`config.mk`:
```
export PLATFORM = sky130hd
export DESIGN_NAME = eeprom_self_boot_loader
export DESIGN_NICKNAME = d
export VERILOG_FILES = /design/src/logic/boot_pkg.sv /design/src/logic/boot_rd_if.sv /design/src/logic/eeprom_read_engine.sv /design/src/logic/eeprom_self_boot_loader.sv
export SDC_FILE = /design/constraint.sdc
export NUM_CORES = 1
export LEC_CHECK = 0
export BUFFER_PORTS_ARGS = -buffer_cell sky130_fd_sc_hd__buf_2
export CAP_MARGIN = 20
export CORE_MARGIN = 1
export CORE_UTILIZATION = 50
export CTS_CLUSTER_DIAMETER = 60
export CTS_CLUSTER_SIZE = 16
export DETAILED_ROUTE_END_ITERATION = 6
export GPL_ROUTABILITY_DRIVEN = 0
export PLACE_DENSITY = 0.7
export SETUP_SLACK_MARGIN = 0.02
export SLEW_MARGIN = 5
export SYNTH_ARGS = -nofsm -noshare
export SYNTH_HDL_FRONTEND = slang
export SYNTH_SLANG_ARGS = --single-unit
export TNS_END_PERCENT = 20
```
`constraint.sdc`:
```
create_clock -name clk -period 6.3 [get_ports clk]
set_clock_uncertainty 0.2 [all_clocks]
set_input_delay 0.315 -clock clk [delete_from_list [all_inputs] [get_ports clk]]
set_output_delay 0.315 -clock clk [all_outputs]
set_load 0.02 [all_outputs]
```
`src/logic/boot_pkg.sv`:
```
// Constants, types and CRC step for the EEPROM self boot loader.
// Assumes one master clock domain; all counts are in master clock cycles.
package boot_pkg;

    // ------------------------------------------------------------
    // Clocking and boot bus
    // ------------------------------------------------------------
    localparam int unsigned CLK_HZ = 25_000_000;
    localparam int unsigned SCL_DIV = 64;
    localparam logic [5:0] PH_DRIVE = 6'h08;
    localparam logic [5:0] PH_SAMPLE = 6'h30;
    localparam logic [5:0] PH_LAST = 6'(SCL_DIV - 1);
    localparam logic [6:0] EE_ADDR = 7'h50;
    localparam logic [2:0] HS_WR_ADDR = 3'h1;
    localparam logic [2:0] HS_LAST_LO = 3'h3;
    localparam logic [2:0] HS_RESTART = 3'h4;
    localparam logic [2:0] HS_RD_ADDR = 3'h5;

    // ------------------------------------------------------------
    // Instruction stream
    // ------------------------------------------------------------
    localparam logic [7:0] OP_END = 8'h00;
    localparam logic [7:0] OP_BURST = 8'h01;
    localparam logic [7:0] OP_DELAY = 8'h02;
    localparam logic [7:0] OP_NOP = 8'h03;
    localparam logic [7:0] OP_PLL = 8'h04;
    localparam logic [7:0] OP_SINGLE = 8'h05;
    localparam logic [2:0] ARGS_BURST = 3'h4;
    localparam logic [2:0] ARGS_DELAY = 3'h2;
    localparam logic [2:0] ARGS_SINGLE = 3'h3;
    localparam logic [7:0] CRC_POLY = 8'h07;
    localparam logic [7:0] CRC_INIT = 8'h00;

    // ------------------------------------------------------------
    // Timing
    // ------------------------------------------------------------
    localparam int unsigned BOOT_WAIT_CYC = 16568;
    localparam int unsigned RETRY_MS = 250;
    localparam int unsigned REF_KHZ = 12288;
    localparam int unsigned RETRY_CYC = RETRY_MS * REF_KHZ;
    localparam int unsigned DELAY_SHIFT = 11;
    localparam int CNT_W = 27;

    typedef enum logic [2:0] {
        S_IDLE = 3'b000,
        S_START = 3'b001,
        S_TX = 3'b010,
        S_TACK = 3'b011,
        S_RX = 3'b100,
        S_HOLD = 3'b101,
        S_MACK = 3'b110,
        S_STOP = 3'b111
    } bit_st_t;

    typedef enum logic [3:0] {
        M_OFF = 4'b0000,
        M_WAIT = 4'b0001,
        M_OP = 4'b0010,
        M_ARG = 4'b0011,
        M_DATA = 4'b0100,
        M_DELAY = 4'b0101,
        M_PLL = 4'b0110,
        M_CRC = 4'b0111,
        M_ABORT = 4'b1000,
        M_RETRY = 4'b1001,
        M_END = 4'b1010,
        M_DONE = 4'b1011
    } boot_st_t;

    function automatic logic [7:0] crc8_next(input logic [7:0] c, input logic [7:0] b);
        logic [7:0] r;
        r = c ^ b;
        for (int i = 0; i < 8; i++) begin
            r = r[7] ? ((r << 1) ^ CRC_POLY) : (r << 1);
        end
        return r;
    endfunction

endpackage

```
`src/logic/boot_rd_if.sv`:
```
// Byte request channel between the boot sequencer and the EEPROM reader.
// Assumes both ends share clk.
`timescale 1ns/1ps
interface boot_rd_if;
    logic req;
    logic stop;
    logic valid;
    logic err;
    logic idle;
    logic [7:0] data;

    modport seq (output req, output stop, input valid, input err, input idle, input data);
    modport engine (input req, input stop, output valid, output err, output idle, output data);
endinterface

```
`src/logic/eeprom_read_engine.sv`:
```
// Open-drain two-wire master that reads the EEPROM sequentially from location 0.
// Assumes external pull-ups; slave may stretch the clock while it is high.
`timescale 1ns/1ps
module eeprom_read_engine import boot_pkg::*; (
    input wire logic clk,
    input wire logic rst,
    boot_rd_if.engine rd,
    input wire logic scl_i,
    output logic scl_o,
    output logic scl_oe,
    input wire logic sda_i,
    output logic sda_o,
    output logic sda_oe
);

    bit_st_t st;
    logic [5:0] phase;
    logic [2:0] bitn;
    logic [2:0] hs;
    logic [7:0] sh;
    logic ack;
    logic samp;
    logic active;
    logic adv;
    logic step;

    function automatic logic [7:0] hdr_byte(input logic [2:0] n);
        unique case (n)
            HS_WR_ADDR: hdr_byte = {EE_ADDR, 1'b0};
            HS_RD_ADDR: hdr_byte = {EE_ADDR, 1'b1};
            default: hdr_byte = 8'h00;
        endcase
    endfunction

    assign scl_o = 1'b0;
    assign sda_o = 1'b0;
    assign rd.idle = (st == S_IDLE);
    assign active = (st != S_IDLE) && (st != S_HOLD);
    assign adv = active && !(phase[5] && !scl_oe && !scl_i);
    assign step = adv && (phase == PH_LAST);

    // ------------------------------------------------------------
    // Bit slot timing
    // ------------------------------------------------------------
    always_ff @(posedge clk) begin
        if (rst || !active) begin
            phase <= 6'h00;
        end else if (adv) begin
            phase <= phase + 6'h01;
        end
    end

    always_ff @(posedge clk) begin
        if (rst) begin
            samp <= 1'b1;
        end else if (adv && phase == PH_SAMPLE) begin
            samp <= sda_i;
        end
    end

    // ------------------------------------------------------------
    // Pin drive
    // ------------------------------------------------------------
    always_ff @(posedge clk) begin
        if (rst) begin
            scl_oe <= 1'b0;
            sda_oe <= 1'b0;
        end else begin
            scl_oe <= active ? !phase[5] : (st == S_HOLD);
            if (!active) begin
                sda_oe <= 1'b0;
            end else if (phase == PH_DRIVE || phase == PH_SAMPLE) begin
                unique case (st)
                    S_START: sda_oe <= (phase == PH_SAMPLE);
                    S_TX: sda_oe <= !sh[7];
                    S_MACK: sda_oe <= ack;
                    S_STOP: sda_oe <= (phase == PH_DRIVE);
                    default: sda_oe <= 1'b0;
                endcase
            end
        end
    end

    // ------------------------------------------------------------
    // Transfer sequence
    // ------------------------------------------------------------
    always_ff @(posedge clk) begin
        if (rst) begin
            st <= S_IDLE;
            hs <= 3'h0;
            bitn <= 3'h0;
            sh <= 8'h00;
            ack <= 1'b0;
            rd.valid <= 1'b0;
            rd.err <= 1'b0;
            rd.data <= 8'h00;
        end else begin
            rd.valid <= 1'b0;
            rd.err <= 1'b0;
            unique case (st)
                S_IDLE: if (rd.req) begin
                    st <= S_START;
                    hs <= 3'h0;
                end
                S_HOLD: if (rd.req || rd.stop) begin
                    st <= S_MACK;
                    ack <= rd.req;
                end
                S_START: if (step) begin
                    hs <= hs + 3'h1;
                    sh <= hdr_byte(hs + 3'h1);
                    bitn <= 3'h7;
                    st <= S_TX;
                end
                S_TX: if (step) begin
                    sh <= {sh[6:0], 1'b0};
                    bitn <= bitn - 3'h1;
                    if (bitn == 3'h0) begin
                        st <= S_TACK;
                    end
                end
                S_TACK: if (step) begin
                    if (samp) begin
                        st <= S_STOP;
                        rd.err <= 1'b1;
                    end else if (hs == HS_LAST_LO) begin
                        st <= S_START;
                        hs <= HS_RESTART;
                    end else if (hs == HS_RD_ADDR) begin
                        st <= S_RX;
                        bitn <= 3'h7;
                    end else begin
                        hs <= hs + 3'h1;
                        sh <= hdr_byte(hs + 3'h1);
                        bitn <= 3'h7;
                        st <= S_TX;
                    end
                end
                S_RX: if (step) begin
                    sh <= {sh[6:0], samp};
                    bitn <= bitn - 3'h1;
                    if (bitn == 3'h0) begin
                        st <= S_HOLD;
                        rd.valid <= 1'b1;
                        rd.data <= {sh[6:0], samp};
                    end
                end
                S_MACK: if (step) begin
                    st <= ack ? S_RX : S_STOP;
                    bitn <= 3'h7;
                end
                S_STOP: if (step) begin
                    st <= S_IDLE;
                end
            endcase
        end
    end
endmodule

```
`src/logic/eeprom_self_boot_loader.sv`:
```
// Self boot sequencer: reads an instruction image from a two-wire EEPROM and
// issues register/memory writes. Assumes clk is the master clock input.
//
// Contract
// - Boot only if boot select is high and power-down has been released.
// - Boot select sampled only when leaving power-down; later changes ignored.
// - Boot bus clock is master clock divided by 64.
// - EEPROM locations addressed by two address bytes after the device byte.
// - EEPROM answers at seven-bit bus address 0x50.
// - Image checked with CRC-8, polynomial x^8 + x^2 + x + 1.
// - CRC covers byte 0 through end instruction; next byte is expected CRC.
// - 0x00 ends boot plus CRC byte, 0x03 no-op, 0x04 waits PLL lock.
// - CRC mismatch or unknown opcode aborts; retry after 250 ms at 12.288 MHz.
// - 0x02 reads 16-bit delay high first, waits delay times 2048 cycles.
// - 0x01 reads length and address, writes length minus two data bytes.
// - 0x05 reads address and one data byte, writes that byte.
// - Boot begins after 16,568 master clocks following power-down release.
`timescale 1ns/1ps
module eeprom_self_boot_loader import boot_pkg::*; #(
    parameter int unsigned WAIT_CYC = BOOT_WAIT_CYC,
    parameter int unsigned RETRY_WAIT_CYC = RETRY_CYC
) (
    input wire logic clk,
    input wire logic rst,
    input wire logic power_down_n,
    input wire logic boot_select_pin,
    input wire logic pll_locked,
    input wire logic scl_i,
    output logic scl_o,
    output logic scl_oe,
    input wire logic sda_i,
    output logic sda_o,
    output logic sda_oe,
    output logic wr_valid,
    output logic [15:0] wr_addr,
    output logic [7:0] wr_data,
    output logic boot_busy,
    output logic boot_done,
    output logic boot_fail
);

    boot_rd_if rd ();

    boot_st_t st;
    logic core_rst;
    logic pd_prev;
    logic boot_en;
    logic pend;
    logic fetch;
    logic got;
    logic [7:0] b;
    logic [7:0] crc;
    logic [7:0] op;
    logic [2:0] argn;
    logic [23:0] arg;
    logic [15:0] taddr;
    logic [15:0] dcount;
    logic [CNT_W-1:0] cnt;

    // Power-down acts as a reset of the read engine and the instruction sequencer
    assign core_rst = rst || !power_down_n;
    assign fetch = (st == M_OP) || (st == M_ARG) || (st == M_DATA) || (st == M_CRC);
    assign got = pend && rd.valid;
    assign b = rd.data;

    eeprom_read_engine u_engine (
        .clk(clk),
        .rst(core_rst),
        .rd(rd.engine),
        .scl_i(scl_i),
        .scl_o(scl_o),
        .scl_oe(scl_oe),
        .sda_i(sda_i),
        .sda_o(sda_o),
        .sda_oe(sda_oe)
    );

    // ------------------------------------------------------------
    // Boot select capture
    // ------------------------------------------------------------
    always_ff @(posedge clk) begin
        if (rst) begin
            pd_prev <= 1'b0;
            boot_en <= 1'b0;
        end else begin
            pd_prev <= power_down_n;
            if (!power_down_n) begin
                boot_en <= 1'b0;
            end else if (!pd_prev) begin
                boot_en <= boot_select_pin;
            end
        end
    end

    // ------------------------------------------------------------
    // Byte fetch handshake
    // ------------------------------------------------------------
    always_ff @(posedge clk) begin
        if (core_rst) begin
            pend <= 1'b0;
            rd.req <= 1'b0;
        end else begin
            rd.req <= fetch && !pend && !rd.valid && !rd.err;
            if (!fetch || rd.valid || rd.err) begin
                pend <= 1'b0;
            end else begin
                pend <= 1'b1;
            end
        end
    end

    // ------------------------------------------------------------
    // Instruction sequencer
    // ------------------------------------------------------------
    always_ff @(posedge clk) begin
        if (core_rst) begin
            st <= M_OFF;
            cnt <= '0;
            crc <= CRC_INIT;
            op <= 8'h00;
            argn <= 3'h0;
            arg <= 24'h000000;
            taddr <= 16'h0000;
            dcount <= 16'h0000;
            rd.stop <= 1'b0;
            wr_valid <= 1'b0;
            wr_addr <= 16'h0000;
            wr_data <= 8'h00;
            boot_done <= 1'b0;
            boot_fail <= 1'b0;
        end else begin
            rd.stop <= 1'b0;
            wr_valid <= 1'b0;
            boot_done <= 1'b0;
            boot_fail <= 1'b0;
            if (fetch && rd.err) begin
                st <= M_ABORT;
            end else begin
                unique case (st)
                    M_OFF: if (boot_en) begin
                        st <= M_WAIT;
                        cnt <= '0;
                    end
                    M_WAIT, M_RETRY: begin
                        cnt <= cnt + CNT_W'(1);
                        if ((st == M_WAIT && cnt == CNT_W'(WAIT_CYC - 1))
                            || (st == M_RETRY && cnt == CNT_W'(RETRY_WAIT_CYC - 1))) begin
                            st <= M_OP;
                            crc <= CRC_INIT;
                        end
                    end
                    M_OP: if (got) begin
                        crc <= crc8_next(crc, b);
                        op <= b;
                        unique case (b)
                            OP_END: st <= M_CRC;
                            OP_BURST: begin
                                argn <= ARGS_BURST;
                                st <= M_ARG;
                            end
                            OP_DELAY: begin
                                argn <= ARGS_DELAY;
                                st <= M_ARG;
                            end
                            OP_NOP: st <= M_OP;
                            OP_PLL: st <= M_PLL;
                            OP_SINGLE: begin
                                argn <= ARGS_SINGLE;
                                st <= M_ARG;
                            end
                            default: begin
                                st <= M_ABORT;
                                rd.stop <= 1'b1;
                            end
                        endcase
                    end
                    M_ARG: if (got) begin
                        crc <= crc8_next(crc, b);
                        arg <= {arg[15:0], b};
                        argn <= argn - 3'h1;
                        if (argn == 3'h1) begin
                            st <= M_OP;
                            if (op == OP_BURST) begin
                                taddr <= {arg[7:0], b};
                                dcount <= arg[23:8] - 16'h0002;
                                if (arg[23:8] > 16'h0002) begin
                                    st <= M_DATA;
                                end
                            end else if (op == OP_DELAY) begin
                                cnt <= {arg[7:0], b, 11'h000};
                                st <= M_DELAY;
                            end else begin
                                wr_valid <= 1'b1;
                                wr_addr <= arg[15:0];
                                wr_data <= b;
                            end
                        end
                    end
                    M_DATA: if (got) begin
                        crc <= crc8_next(crc, b);
                        wr_valid <= 1'b1;
                        wr_addr <= taddr;
                        wr_data <= b;
                        taddr <= taddr + 16'h0001;
                        dcount <= dcount - 16'h0001;
                        if (dcount == 16'h0001) begin
                            st <= M_OP;
                        end
                    end
                    M_DELAY: begin
                        cnt <= cnt - CNT_W'(1);
                        if (cnt == '0) begin
                            st <= M_OP;
                        end
                    end
                    M_PLL: if (pll_locked) begin
                        st <= M_OP;
                    end
                    M_CRC: if (got) begin
                        rd.stop <= 1'b1;
                        st <= (b == crc) ? M_END : M_ABORT;
                    end
                    M_ABORT: if (rd.idle) begin
                        st <= M_RETRY;
                        cnt <= '0;
                        boot_fail <= 1'b1;
                    end
                    M_END: if (rd.idle) begin
                        st <= M_DONE;
                        boot_done <= 1'b1;
                    end
                    M_DONE: st <= M_DONE;
                    default: st <= M_OFF;
                endcase
            end
        end
    end

    assign boot_busy = (st != M_OFF) && (st != M_DONE);

    // Last write of the running burst
    logic burst_prev_ok;
    logic [15:0] burst_prev_addr;

    always_ff @(posedge clk) begin
        if (core_rst || st != M_DATA) begin
            burst_prev_ok <= 1'b0;
            burst_prev_addr <= 16'h0000;
        end else if (wr_valid) begin
            burst_prev_ok <= 1'b1;
            burst_prev_addr <= wr_addr;
        end
    end
endmodule

```
# After elaboration in Yosys (flattened, before gate mapping)

Index checks and enable logic that the tools add are counted.

Add/subtract/negate cells: 9
Order comparisons: 1
Eq/ne operators: 85
Muxes and demuxes: 115
Bitwise gates (word level): 17
Reductions and logical operators: 77

Operator list:

| operator              | number |
|---|---|
| $mux 16               | 13 |
| $mux 27               | 6 |
| $pmux 27 s5           | 1 |
| $mux 8                | 14 |
| $mux 3                | 36 |
| $pmux 16 s2           | 3 |
| $mux 4                | 14 |
| $pmux 8 s2            | 3 |
| $pmux 4 s11           | 1 |
| $ne 2x2->1 const B    | 17 |
| $pmux 8 s4            | 1 |
| $ne 2x1->1 const B    | 15 |
| $add 27x1->27 const B | 1 |
| $eq 27x15->1 const B  | 1 |
| $eq 27x22->1 const B  | 1 |
| $logic_not 27->1      | 1 |
| $pmux 3 s3            | 3 |
| $sub 27x1->27 const B | 1 |
| $eq 8x2->1 const B    | 3 |
| $not 3->3             | 8 |
| $pmux 3 s8            | 1 |
| $reduce_and 12->1     | 2 |
| $ne 3x3->1 const B    | 7 |
| $eq 3x3->1 const B    | 6 |
| other kinds (52)      | 145 |

Flip-flop bits (word level): 175
Input bits: 7
Output and inout bits: 32
Logic and storage cells: 335

# Depth between registers and ports, before layout

Word-level depth: 19
Mapped depth: 14
Depth with buffers taken out: 10

# Modules after synthesis

A second synthesis with hierarchy kept.

Cell total of the unflattened synthesis: 1,400
Area, all modules: 10,860.4 µm²

By module, submodules not included:

| module                  | times used | cells an instance | area an instance (µm²) | sequential area each (µm²) |
|---|---|---|---|---|
| eeprom_self_boot_loader | 1          | 1,172             | 8,849.7                | 2,762.6 |
| eeprom_read_engine      | 1          | 228               | 2,010.7                | 740.7 |

# Least setup slack after synthesis

No wires, ideal clock.

Kind: flip-flop to flip-flop
Start: register st[3]
End: register cnt[22]
Library setup time: 0.132 ns
Data arrival time: 3.283 ns
Required time: 5.968 ns
Setup slack: 2.685 ns
Stages on the path, launching flop included: 15
Buffers on the path: 4
Period minus slack after synthesis: 3.615 ns
Path through: dfxtp_1 > clkbuf_1 > nand4bb_1 > clkbuf_1 > clkbuf_1 > buf_1 > xnor2_1 > ha_1 > nor4_1 > nand2_1 > o22ai_1 > mux2_2 > a21oi_1 > o21bai_1 > a21oi_1

Longest elaborated chain between the ends: 7
Elaborated cells on any way between the ends: 24
Classes of those cells: eq/ne (14); mux (1); bitwise (1); reduce/logical (8)

RTL lines:

| element                           | line                                                          | source |
|---|---|---|
| from (decl)                       | eeprom_self_boot_loader.sv:44                                 | `boot_st_t st;` |
| from (signal assigned)            | eeprom_self_boot_loader.sv:221                                | `st <= (b == crc) ? M_END : M_ABORT;` |
| $eq 4x2->1 (on tied branches)     | eeprom_self_boot_loader.sv:62, eeprom_self_boot_loader.sv:139 |  |
| $logic_or 1x1->1 (3 in a row)     | eeprom_self_boot_loader.sv:62                                 | `assign fetch = (st == M_OP) \|\| (st == M_ARG) \|\| (st == M_DATA) \|\| (st == M_CRC);` |
| $logic_and 1x1->1                 | eeprom_self_boot_loader.sv:136                                | `if (fetch && rd.err) begin` |
| $not 1->1 (no source line)        | --                                                            |  |
| $reduce_and 8->1 (no source line) | --                                                            |  |
| to (signal assigned)              | eeprom_self_boot_loader.sv:145                                | `cnt <= cnt + CNT_W'(1);` |
| to (signal assigned)              | eeprom_self_boot_loader.sv:190                                | `cnt <= {arg[7:0], b, 11'h000};` |
| to (signal assigned)              | eeprom_self_boot_loader.sv:211                                | `cnt <= cnt - CNT_W'(1);` |
| to (decl)                         | eeprom_self_boot_loader.sv:58                                 | `logic [CNT_W-1:0] cnt;` |

Several ways; a longest one is shown, not always the timed one.
A chain may end at the register's enable or synchronous reset.

# Worst setup path in the final report

Start: register st[3]
End: register wr_addr[13]

Longest elaborated chain between the ends: 7
Elaborated cells on any way between the ends: 17
Classes of those cells: eq/ne (9); mux (1); bitwise (1); reduce/logical (6)

RTL lines:

| element                           | line                                                          | source |
|---|---|---|
| $eq 4x2->1 (on tied branches)     | eeprom_self_boot_loader.sv:62, eeprom_self_boot_loader.sv:139 |  |
| $logic_or 1x1->1 (3 in a row)     | eeprom_self_boot_loader.sv:62                                 |  |
| $logic_and 1x1->1                 | eeprom_self_boot_loader.sv:136                                |  |
| $not 1->1 (no source line)        | --                                                            |  |
| $reduce_and 7->1 (no source line) | --                                                            |  |
| to (signal assigned)              | eeprom_self_boot_loader.sv:194                                | `wr_addr <= arg[15:0];` |
| to (signal assigned)              | eeprom_self_boot_loader.sv:202                                | `wr_addr <= taddr;` |
| to (decl)                         | eeprom_self_boot_loader.sv:35                                 | `output logic [15:0] wr_addr,` |

Several ways; a longest one is shown, not always the timed one.

==> impl_metrics.csv <==
group,metric,value,unit
finish,layout-area-overhead-vs-synth,7.42,%
setup_path,worstPathArrival,3790,ps
worst_hold_path,hp-class,"input port to flip-flop",
finish,nets,1353,
cts,root_buffer,"clkbuf_16",
synthesis,ys_seq_area_share,34.3,%
cts,insertion_delay,430,ps
synthesis,synthCells,1371,
global_routing,grt_max_degree,81,
cts,h-tree-depth,4,
place,place_hpwl,17800,µm
route,routedWlPerCell,17.2,µm
setup_path,cp_max_fo,54,
worst_hold_path,hold_depth,4,
power_and_ir_drop,powerDensity,216,nW/µm²
power_and_ir_drop,total_power,2370,µW
route,via_per_inst,6.20,
route,drt.antenna.violating_nets,0,
floorplan,rows,51,
synthesis,yosys_warnings,0,
sta,tightestPinTransition,874,ps
sta,period_share,58.0,%
sta,fmax,274,MHz
floorplan,io_pins,39,
synthesis,yosys_most_used_dff,"dfxtp_1",
route,num_vias,9945,
run_status,status,"finished clean",
cts,cts_buffer_depth,2,
setup_path,worst-r2r-cell-count,8,
place,io_buffers,36,
cts,clock_sinks,175,
finish,antenna_cells,0,
synthesis,yosys_register_bits,175,
floorplan,coreArea,19800,µm²
global_routing,antenna_found_initial,0,
finish,drive_above_1_share,7.99,%
route,drt_pre_antenna_iters,7,
power_and_ir_drop,p_leak,0.00367,µW
floorplan,die_y,145,µm
finish,final_cell_mix,"nand2_1, dfxtp_1, nor2_1",
synthesis,ys_types,83,
global_routing,grt_pass1_wl,45700,µm
synthesis,syn_avg_cell_area,7.46,µm²
finish,final_common_cell,"nand2_1",
synthesis,async_flop_share,0,%
cts,cts.clk_slew.worst_paths,70,ps
worst_hold_path,hold_end,"u_engine.phase[0]",
setup_path,crit_required,6440,ps
sta,maxSlewViolCount,0,
setup_path,cp-end-kind,"flip-flop",
sta,period_needed,3650,ps
worst_hold_path,hp-start,"scl_i",
sta,setup_violations,0,
global_routing,globalRouteOverflowTotal,0,
floorplan,start_util,51.7,%
sta,rsz0062_at_grt,"no",
cts,cts_resized,0,
global_routing,first_global_vias,8827,
route,drt_iter0_markers,982,
sta,tns,0,ps
route,drt-total-wl,27700,µm
cts,cts_tree,"done",
global_routing,track_usage,26.5,%
power_and_ir_drop,ir_worst_vdd,0.195,mV
job,cap_viol_max_count,0,
synthesis,synth_edf_count,0,
floorplan,fp.dieW,145,µm
setup_path,r2r_end,"wr_addr[13]",
route,drc_errors,0,
setup_path,path_class,"flip-flop to flip-flop",
setup_path,rr_startpoint,"st[3]",
cts,cts_buffers,17,
sta,maxSlewHeadroom,41.2,%
setup_path,startpoint_type,"flip-flop",
synthesis,syn_area,10200,µm²
setup_path,regToRegSetupSlack,2650,ps
sta,final_hold_viol_count,0,
floorplan,die_area,21000,µm²
cells in the mapped netlist (all sizes together), types with 17 or more instances:
master  number  area share [%]
xnor2       35             3.0
nand4       17             1.0
a21oi      105             5.1
clkbuf      97             3.6
mux2i       35             3.4
a311oi      19             1.6
o21ai       87             4.3
nor4        33             2.0
nand2b      20             1.2
inv         29             1.1
nor3        44             2.2
nand2      200             7.3
nor2       148             5.4
a211oi      20             1.5
nand3       61             3.0
dfxtp      175              34
ha          19             2.3
buf         21             1.6
per-layer routing:
metal | global-route usage [%] | wire, µm | up-vias
met5 | 0 | 0 | -
met3 | 3.90 | 1870 | 73
met1 | 37.5 | 13000 | 4637
li1 | - | - | 4833
met2 | 39.8 | 11900 | 402
met4 | 11.8 | 833 | 0
logic make-up (layout without fill, tap and decap cells):
| logic type | count (synthesis) | in the layout | share of synthesized area, % |
|---|---|---|---|
| mux | 40 | 40 | 3.98 |
| compound gates | 345 | 345 | 21.6 |
| flops | 175 | 175 | 34.3 |
| fa+ha+maj | 19 | 19 | 2.32 |
| other cells | 1 | 2 | 0.0367 |
| simple gates | 595 | 595 | 27.4 |
| xor+xnor | 49 | 49 | 4.20 |
| buf+inv | 147 | 115 | 6.21 |
stage by stage:
stage | util (%) | std cells | hold slack, ps | setup slack, ps | cell area, µm²
6_report | 55.5 | 1605 | 69.0 | 2650 | 11000
5_1_grt | 55.5 | 1605 | 85.4 | 2330 | 11000
4_1_cts | 55.5 | 1605 | 55.1 | 2680 | 11000
3_5_place_dp | 52.5 | 1571 | 242 | 2680 | 10400
3_3_place_gp | 52.5 | 1571 | 240 | 2790 | 10400
2_1_floorplan | - | 1372 | 215 | 2690 | 10200
critical path, stage by stage (launching register included):
cell,delay (ps)
dfxtp_1,720
or4b_1,200
buf_4,440
o21a_1,300
o22ai_1,160
nor3_2,710
buf_4,460
nor2_1,80
a311oi_1,250
registers in the layout, indices dropped and copies added (netlist names), 3 cells and up:
register and flops:
crc 8, wr_addr 16, dcount 16, cnt 27, wr_data 8, argn 3, st 4, taddr 16
u_engine.phase 6, op 8, u_engine.sh 8, arg 24, u_engine.st 3, u_engine.bitn 3, u_engine.hs 3, u_engine.rd.data 8
where the power goes:
part | leakage, µW | switching (µW) | internal, µW
Sequential | 0.00141 | 13.8 | 1110
Clock | 0.000295 | 477 | 604
Combinational | 0.00196 | 112 | 49.9
what timing repair did:
item,4_1_cts,5_1_grt
hold endpoints to repair,2,0
buffers inserted,0,0
hold buffers,2,0
worst max-delay path by stage:
stage / startpoint / endpoint / slack, ps / depth (start not counted)
floorplan: st[3] / cnt[22] / 2690 / 14
global placement: st[3] / wr_data[0] / 2790 / 8
detailed placement: st[3] / wr_addr[13] / 2680 / 8
CTS: st[3] / wr_addr[3] / 2680 / 8
global route: st[2] / cnt[22] / 2330 / 11
finish: st[3] / wr_addr[13] / 2650 / 8
cell type report:
cell class / count / area [µm²]
Tap cell: 265 / 332
Timing Repair Buffer: 54 / 320
Sequential cell: 175 / 3500
Inverter: 29 / 109
Clock buffer: 19 / 443
Fill cell: 1917 / 8790
Clock inverter: 13 / 148
Multi-Input combinational cell: 1050 / 6130
(Power assumes the default switching activity.)
